[src/verilog/prv_map.svh]
`ifndef PRV_MAP_SVH
`define PRV_MAP_SVH

// ----------------------------------------------------------------------------
// Management word view
// ----------------------------------------------------------------------------
`define PRV_REG_ID_UPPER 5'h02
`define PRV_REG_ID_LOWER 5'h03
`define PRV_REG_ADVERT 5'h04
`define PRV_REG_PARTNER 5'h05
`define PRV_REG_LAST 5'h05
`define PRV_PHY_ADDRESS_FIRST 5'h01
`define PRV_PHY_ADDRESS_SECOND 5'h02
`define PRV_SELECTOR 5'h01
`define PRV_ADV_PAUSE_BIT 10
`define PRV_ADV_LOW_BIT 5

// ----------------------------------------------------------------------------
// Byte register space
// ----------------------------------------------------------------------------
`define PRV_PORT_FIRST_HI 4'h1
`define PRV_PORT_LAST_HI 4'h3
`define PRV_CTRL_BYTES 14
`define PRV_CTRL_LAST_IDX 4'hd
`define PRV_STATUS_LO_IDX 4'he
`define PRV_ADV_IDX 4'hc
`define PRV_ADV_RST 5'h1f
`define PRV_ADDR_PHY_ADDRESS 8'h40
`define PRV_PHY_ADDRESS_RST 8'h01

`endif

[src/verilog/prv_pkg.sv]
package prv_pkg;

	// Management word request
	typedef struct packed {
		logic valid;
		logic write;
		logic [4:0] phy_address;
		logic [4:0] register_number;
		logic [15:0] wdata;
	} prv_mgmt_req_s;

	// Byte register request
	typedef struct packed {
		logic valid;
		logic write;
		logic [7:0] addr;
		logic [7:0] wdata;
	} prv_byte_req_s;

	typedef logic [2:0][15:0] prv_status_t;
	typedef logic [1:0][4:0] prv_adv_t;

endpackage : prv_pkg

[src/verilog/prv_port_bank.sv]
`timescale 1ns/1ns
`include "prv_map.svh"

module prv_port_bank (
	// Clock and reset
	input wire logic clk,
	input wire logic rst_n,
	// Byte side write
	input wire logic byte_we,
	input wire logic [3:0] byte_idx,
	input wire logic [7:0] byte_wdata,
	// Advertisement write from the word view
	input wire logic adv_we,
	input wire logic [4:0] adv_wdata,
	// Negotiation status
	input wire logic [15:0] status_in,
	// Read side
	input wire logic [3:0] rd_idx,
	output logic [7:0] rd_byte,
	output logic [4:0] adv,
	output logic [4:0] partner
);
	import prv_pkg::*;

	logic [7:0] ctrl [`PRV_CTRL_BYTES];
	logic [15:0] status;

	// ------------------------------------------------------------------------
	// Control bytes
	// ------------------------------------------------------------------------
	// shared pause storage
	always_ff @(posedge clk or negedge rst_n) begin
		if (!rst_n) begin
			for (int i = 0; i < `PRV_CTRL_BYTES; i++) begin
				ctrl[i] <= 8'h00;
			end
			ctrl[`PRV_ADV_IDX] <= {3'h0, `PRV_ADV_RST};
		end else begin
			if (byte_we && byte_idx <= `PRV_CTRL_LAST_IDX) begin
				ctrl[byte_idx] <= byte_wdata;
			end
			// Word-view write wins the shared bits on a collision
			if (adv_we) begin
				ctrl[`PRV_ADV_IDX][4:0] <= adv_wdata;
			end
		end
	end

	// ------------------------------------------------------------------------
	// Status bytes
	// ------------------------------------------------------------------------
	always_ff @(posedge clk or negedge rst_n) begin
		if (!rst_n) begin
			status <= 16'h0000;
		end else begin
			status <= status_in;
		end
	end

	always_comb begin
		if (rd_idx <= `PRV_CTRL_LAST_IDX) begin
			rd_byte = ctrl[rd_idx];
		end else if (rd_idx == `PRV_STATUS_LO_IDX) begin
			rd_byte = status[7:0];
		end else begin
			rd_byte = status[15:8];
		end
	end

	assign adv = ctrl[`PRV_ADV_IDX][4:0];
	assign partner = status[4:0];

endmodule : prv_port_bank

[src/verilog/prv_phy_reg_view.sv]
`timescale 1ns/1ns
`include "prv_map.svh"

module prv_phy_reg_view #(
	// Arbitrary identifier values
	parameter logic [15:0] ID_UPPER = 16'h0a5a,
	parameter logic [15:0] ID_LOWER = 16'h5a50
) (
	// Clock and reset
	input wire logic clk,
	input wire logic rst_n,
	// Management word access
	input prv_pkg::prv_mgmt_req_s mgmt_req,
	output logic mgmt_ack,
	output logic [15:0] mgmt_rdata,
	// Byte register access
	input prv_pkg::prv_byte_req_s byte_req,
	output logic byte_ack,
	output logic [7:0] byte_rdata,
	// Mode and negotiation
	input wire logic center_mode,
	input prv_pkg::prv_status_t port_status,
	output prv_pkg::prv_adv_t adv_flags
);
	import prv_pkg::*;

	logic [7:0] phy_address_reg;
	logic [4:0] adv [3];
	logic [4:0] partner [3];
	logic [7:0] rd_byte [3];
	logic [2:0] bank_we;
	logic [1:0] adv_we;
	logic phy_match;
	logic phy_sel;
	logic mgmt_hit;
	logic [15:0] next_mgmt_rdata;
	logic [7:0] next_byte_rdata;
	logic [3:0] port_hi;
	logic [3:0] port_idx;

	// ------------------------------------------------------------------------
	// Management address decode
	// ------------------------------------------------------------------------
	// fixed PHY addresses 1 and 2 outside center mode; center mode matches phy_address_reg
	always_comb begin
		phy_sel = 1'b0;
		phy_match = 1'b0;
		if (center_mode) begin
			phy_match = mgmt_req.phy_address == phy_address_reg[4:0];
		end else if (mgmt_req.phy_address == `PRV_PHY_ADDRESS_FIRST) begin
			phy_match = 1'b1;
		end else if (mgmt_req.phy_address == `PRV_PHY_ADDRESS_SECOND) begin
			phy_match = 1'b1;
			phy_sel = 1'b1;
		end
	end

	assign mgmt_hit = mgmt_req.valid && phy_match
		&& mgmt_req.register_number <= `PRV_REG_LAST;

	assign adv_we[0] = mgmt_hit && mgmt_req.write && !phy_sel
		&& mgmt_req.register_number == `PRV_REG_ADVERT;
	assign adv_we[1] = mgmt_hit && mgmt_req.write && phy_sel
		&& mgmt_req.register_number == `PRV_REG_ADVERT;

	// ------------------------------------------------------------------------
	// Management read data
	// ------------------------------------------------------------------------
	always_comb begin
		next_mgmt_rdata = 16'h0000;
		unique case (mgmt_req.register_number)
			`PRV_REG_ID_UPPER: begin
				next_mgmt_rdata = ID_UPPER;
			end
			`PRV_REG_ID_LOWER: begin
				next_mgmt_rdata = ID_LOWER;
			end
			`PRV_REG_ADVERT: begin
				next_mgmt_rdata[`PRV_ADV_PAUSE_BIT] = adv[phy_sel][4];
				next_mgmt_rdata[`PRV_ADV_LOW_BIT +: 4] = adv[phy_sel][3:0];
				next_mgmt_rdata[4:0] = `PRV_SELECTOR;
			end
			`PRV_REG_PARTNER: begin
				next_mgmt_rdata[`PRV_ADV_PAUSE_BIT] = partner[phy_sel][4];
				next_mgmt_rdata[`PRV_ADV_LOW_BIT +: 4] =
					partner[phy_sel][3:0];
			end
			default: begin
				next_mgmt_rdata = 16'h0000;
			end
		endcase
	end

	always_ff @(posedge clk or negedge rst_n) begin
		if (!rst_n) begin
			mgmt_ack <= 1'b0;
			mgmt_rdata <= 16'h0000;
		end else begin
			mgmt_ack <= mgmt_hit;
			if (mgmt_hit && !mgmt_req.write) begin
				mgmt_rdata <= next_mgmt_rdata;
			end
		end
	end

	// ------------------------------------------------------------------------
	// Byte address decode
	// ------------------------------------------------------------------------
	assign port_hi = byte_req.addr[7:4];
	assign port_idx = byte_req.addr[3:0];

	always_comb begin
		bank_we = 3'h0;
		if (byte_req.valid && byte_req.write
			&& port_idx <= `PRV_CTRL_LAST_IDX) begin
			for (int p = 0; p < 3; p++) begin
				if (port_hi == 4'(p + 1)) begin
					bank_we[p] = 1'b1;
				end
			end
		end
	end

	always_ff @(posedge clk or negedge rst_n) begin
		if (!rst_n) begin
			phy_address_reg <= `PRV_PHY_ADDRESS_RST;
		end else if (byte_req.valid && byte_req.write
			&& byte_req.addr == `PRV_ADDR_PHY_ADDRESS) begin
			phy_address_reg <= byte_req.wdata;
		end
	end

	// ------------------------------------------------------------------------
	// Port banks
	// ------------------------------------------------------------------------
	for (genvar g = 0; g < 3; g++) begin : g_bank
		prv_port_bank u_bank (
			.clk(clk),
			.rst_n(rst_n),
			.byte_we(bank_we[g]),
			.byte_idx(port_idx),
			.byte_wdata(byte_req.wdata),
			.adv_we(g < 2 ? adv_we[g % 2] : 1'b0),
			.adv_wdata({mgmt_req.wdata[`PRV_ADV_PAUSE_BIT],
				mgmt_req.wdata[`PRV_ADV_LOW_BIT +: 4]}),
			.status_in(port_status[g]),
			.rd_idx(port_idx),
			.rd_byte(rd_byte[g]),
			.adv(adv[g]),
			.partner(partner[g])
		);
	end

	assign adv_flags[0] = adv[0];
	assign adv_flags[1] = adv[1];

	// ------------------------------------------------------------------------
	// Byte read data
	// ------------------------------------------------------------------------
	// eight bit answers
	always_comb begin
		next_byte_rdata = 8'h00;
		if (byte_req.addr == `PRV_ADDR_PHY_ADDRESS) begin
			next_byte_rdata = phy_address_reg;
		end else if (port_hi >= `PRV_PORT_FIRST_HI
			&& port_hi <= `PRV_PORT_LAST_HI) begin
			next_byte_rdata = rd_byte[2'(port_hi - 4'h1)];
		end
	end

	always_ff @(posedge clk or negedge rst_n) begin
		if (!rst_n) begin
			byte_ack <= 1'b0;
			byte_rdata <= 8'h00;
		end else begin
			byte_ack <= byte_req.valid;
			if (byte_req.valid && !byte_req.write) begin
				byte_rdata <= next_byte_rdata;
			end
		end
	end
endmodule : prv_phy_reg_view

[config.mk]
export PLATFORM = sky130hd
export DESIGN_NAME = prv_phy_reg_view
export DESIGN_NICKNAME = d
export VERILOG_FILES = /design/src/verilog/prv_pkg.sv /design/src/verilog/prv_port_bank.sv /design/src/verilog/prv_phy_reg_view.sv
export VERILOG_INCLUDE_DIRS = /design/src /design/src/verilog
export SDC_FILE = /design/constraint.sdc
export NUM_CORES = 1
export LEC_CHECK = 0
export BUFFER_PORTS_ARGS = -buffer_cell sky130_fd_sc_hd__clkbuf_2
export CAP_MARGIN = 10
export CORE_UTILIZATION = 55
export DETAILED_ROUTE_END_ITERATION = 16
export PLACE_DENSITY = 0.77
export SLEW_MARGIN = 20
export SYNTH_ARGS = -nofsm -noshare
export SYNTH_HDL_FRONTEND = slang
export SYNTH_SLANG_ARGS = --single-unit
[constraint.sdc]
create_clock -name clk -period 2.05 [get_ports clk]
set_input_delay 0.41 -clock clk [delete_from_list [all_inputs] [get_ports clk]]
set_output_delay 0.41 -clock clk [all_outputs]
set_load 0.01 [all_outputs]
==> results.md <==
- Status: complete, no violations
- Antenna diode count: 0
- CTS tree: built
- R2R Setup Slk: between 90 and 100 ps
- Nets: between 1,500 and 2,000
- Final GP Congestion: between 0.9 and 1
- Post-synthesis sequential area ratio: 53.95%
- Final max-slew violation count: 0
- Final Hold Fails: 0
- Vias in the first global route: approximately 14,000
- Layout cell share with drive strength beyond 1: between 40 and 50%
- Die width: 188.6 um
- Drt drc: 0
- Post-layout min period: between 1500 and 2000 ps
- Routed via count: 12,980
- Routed wire length: 50,590 um
- Post-Layout Cell Count: 2,138
- Cts bufs inserted: 44
- CORE AREA: 0.03387 sq mm
- Initial Util: 56.53%
- CTS clk-pin slew, worst paths: around 60 ps
- Setup skew after layout: 20.08 ps
- CP Class: flop to flop
- Die area: ~0.036 sq mm
- Top cell type's share of synthesized area: roughly 52%
- Synth Flop Type: dfrtp_1
- CTS sink cnt: between 400 and 500
- Post-synth ARST share: 100.0%
- WHS: 86.87 ps
- Peak Freq: 510.4 MHz
- Reg-to-reg startpoint: g_bank[0].u_bank.ctrl[75]
- Total grt overflow: 0
- HP Class: input pin to flop
- Hold path cells: 3
- Max Root-Sink Buffers: 3
- Startpoint Class: flop
- Cells taking the most area after synthesis: dfrtp_1 52%, mux2_2 21%, mux2i_1 7.4%
- Final setup vio count: 0
- Post-synth top area cell: dfrtp_1
- Post-layout instance area: 0.02381 sq mm
- CP max FO: 2
- Post-synth EDFFs: 0
- Iter 0 DRT Violations: 863
- CTS root buffer: clkbuf_16
- First-pass DRT Iterations: 5
- Reg2reg end: byte_rdata[3]
- Maxcap violations: 0
- Biggest register: g_bank.u_bank.ctrl
- Largest net degree at the start of global routing: 69
- Routed Antenna Nets: 0
- Worst Setup End Kind: flop
- Worst R2R Path Depth: 6
- YS warnings: 0
- WP data required: 2480 ps
- First-pass GRT wire length: 79,010 um
- Cell Pwr Density: 788.2 mW/mm^2
- Io pins: around 130
- Max reg flops: 321
- Mapped Area: 0.01915 sq mm
- Clock latency on the worst-skew pair: 570 ps
- Setup Fix Bufs, Post-CTS: 0
- Synth Area per Inst: 13.92 sq um
- Via density: between 6 and 7
- Placed Cells: around 2,000
- Flops & latches, synth: 412
- PortBufs: approximately 120
- Die Y: 188.6 um
- WL/cell: between 20 and 25 um
- RSZ-0062 raised after global routing: no
- P_leak: 0.01183 uW
- Row count: 67
- WP data arrival: 2390 ps
- Crit. Startpoint: g_bank[0].u_bank.ctrl[75]
- Global Route Usage Sum: about 29%
- IR drop worst, VDD: 0.7690 mV
- Syn-to-layout area delta: 24.35%
- H-tree levels: 2
- Worst setup endpoint: byte_rdata[3]
- Pin slew with the least headroom to its limit: 567.0 ps
- Post-DP HPWL: 34,220 um
- Crit share post-route: 95.58%
- Distinct cell type count after synthesis: 57
- Initial antenna violation count: 0
- Slew margin rel.: 62.20%
- Synthesized instance count: roughly 1,400
- Placed Area: 0.02169 sq mm
worst max-delay path, cell delays in order, from the launching register on:
cell	delay, ps
dfrtp_1	390
mux2i_1	160
buf_4	140
o22ai_1	130
or4_1	620
a211oi_2	290
a221oi_1	120
cells by family (layout without fill, tap and decap cells):
family | after synthesis | in the layout | share of synthesized area (%)
buffers and inverters | 128 | 441 | 3.254
adder cells (fa/ha/maj) | 5 | 5 | 0.3268
AND/OR/NAND/NOR | 168 | 168 | 5.770
other | 1 | 3 | 0.01959
multiplexers | 527 | 527 | 31.84
flip-flops | 412 | 412 | 53.95
AO/OA/AOI/OAI | 128 | 128 | 4.561
XOR/XNOR | 6 | 6 | 0.2745
where the power goes:
group | leakage, uW | switching, uW | internal, uW | total (uW)
logic | 0.00552 | 910 | 728 | 1640
registers | 0.00552 | 141 | 8390 | 8530
clock network | 0.000790 | 3350 | 5240 | 8600
Yosys cell counts (all sizes together) (5+ instances only):
library cell and instances:
mux2i 141, a221oi 7, o311a 6, nor2b 21, inv 11, nand4 8
nand2 26, or4 8, mux4 30, dfstp 16, xor2 5, a21oi 30
ha 5, nor4 9, clkbuf 56, dfrtp 396, a2111oi 8, a211oi 20
nor4b 7, buf 61, mux2 356, o22ai 43, nand3 32, nor2 28
and2 5
final cells by class:
cell class,instances,area (sq um)
sequential,412,10330
inverter,11,41.29
clock inverter,20,295.3
tap,448,560.5
multi-input combinational,837,8300
fill,2233,10060
clock buffer,62,1309
timing repair buffer,348,2972
per-stage QoR:
stage | total power (uW) | util, % | setup TNS (ps) | setup slack, ps
after floorplan | 9402 | - | -2096 | -25.04
after global placement | 10150 | 64.05 | -40230 | -526.4
after detailed placement | 10200 | 64.05 | -48500 | -536.9
after CTS | 18850 | 70.23 | 0 | 2.960
after global routing | 19350 | 70.30 | 0 | 19.47
final | 18760 | 70.30 | 0 | 90.63
cells in the final DEF (no fill, tap or decap), drive strengths merged, types with 9 or more instances in the layout:
cell type | synthesis | final
dlygate4sd3 | 0 | 49
dfrtp | 396 | 396
a211oi | 20 | 20
nor2b | 21 | 21
mux4 | 30 | 30
nor2 | 28 | 28
o22ai | 43 | 43
dfstp | 16 | 16
inv | 11 | 15
buf | 61 | 184
a21oi | 30 | 30
mux2 | 356 | 356
nand3 | 32 | 32
nor4 | 9 | 9
nand2 | 26 | 26
clkbuf | 56 | 177
mux2i | 141 | 141
routing by layer:
layer  wire length, um  vias up  track usage [%]
met4              2025        0            11.94
met2             24730      492            48.44
li1                  -     5640                -
met5                 0        -                0
met3              3187      136            4.768
met1             20640     6715            37.93
worst min-delay path by stage:
stage	startpoint	end	slack, ps
6_report	mgmt_req[10]	g_bank[0].u_bank.adv[4]	90
5_1_grt	mgmt_req[5]	g_bank[0].u_bank.adv[0]	90
4_1_cts	byte_req[17]	byte_ack	70
3_5_place_dp	rst_n	g_bank[0].u_bank.status[11]	370
3_3_place_gp	rst_n	g_bank[0].u_bank.status[14]	370
2_1_floorplan	rst_n	byte_ack	110
timing repair:
item	4_1_cts	5_1_grt
endpoints found under the setup margin	0	6
hold buffers	49	0
endpoints found under the hold margin	88	0
gates resized for setup	0	5
Power figures use the tool's default switching activity.
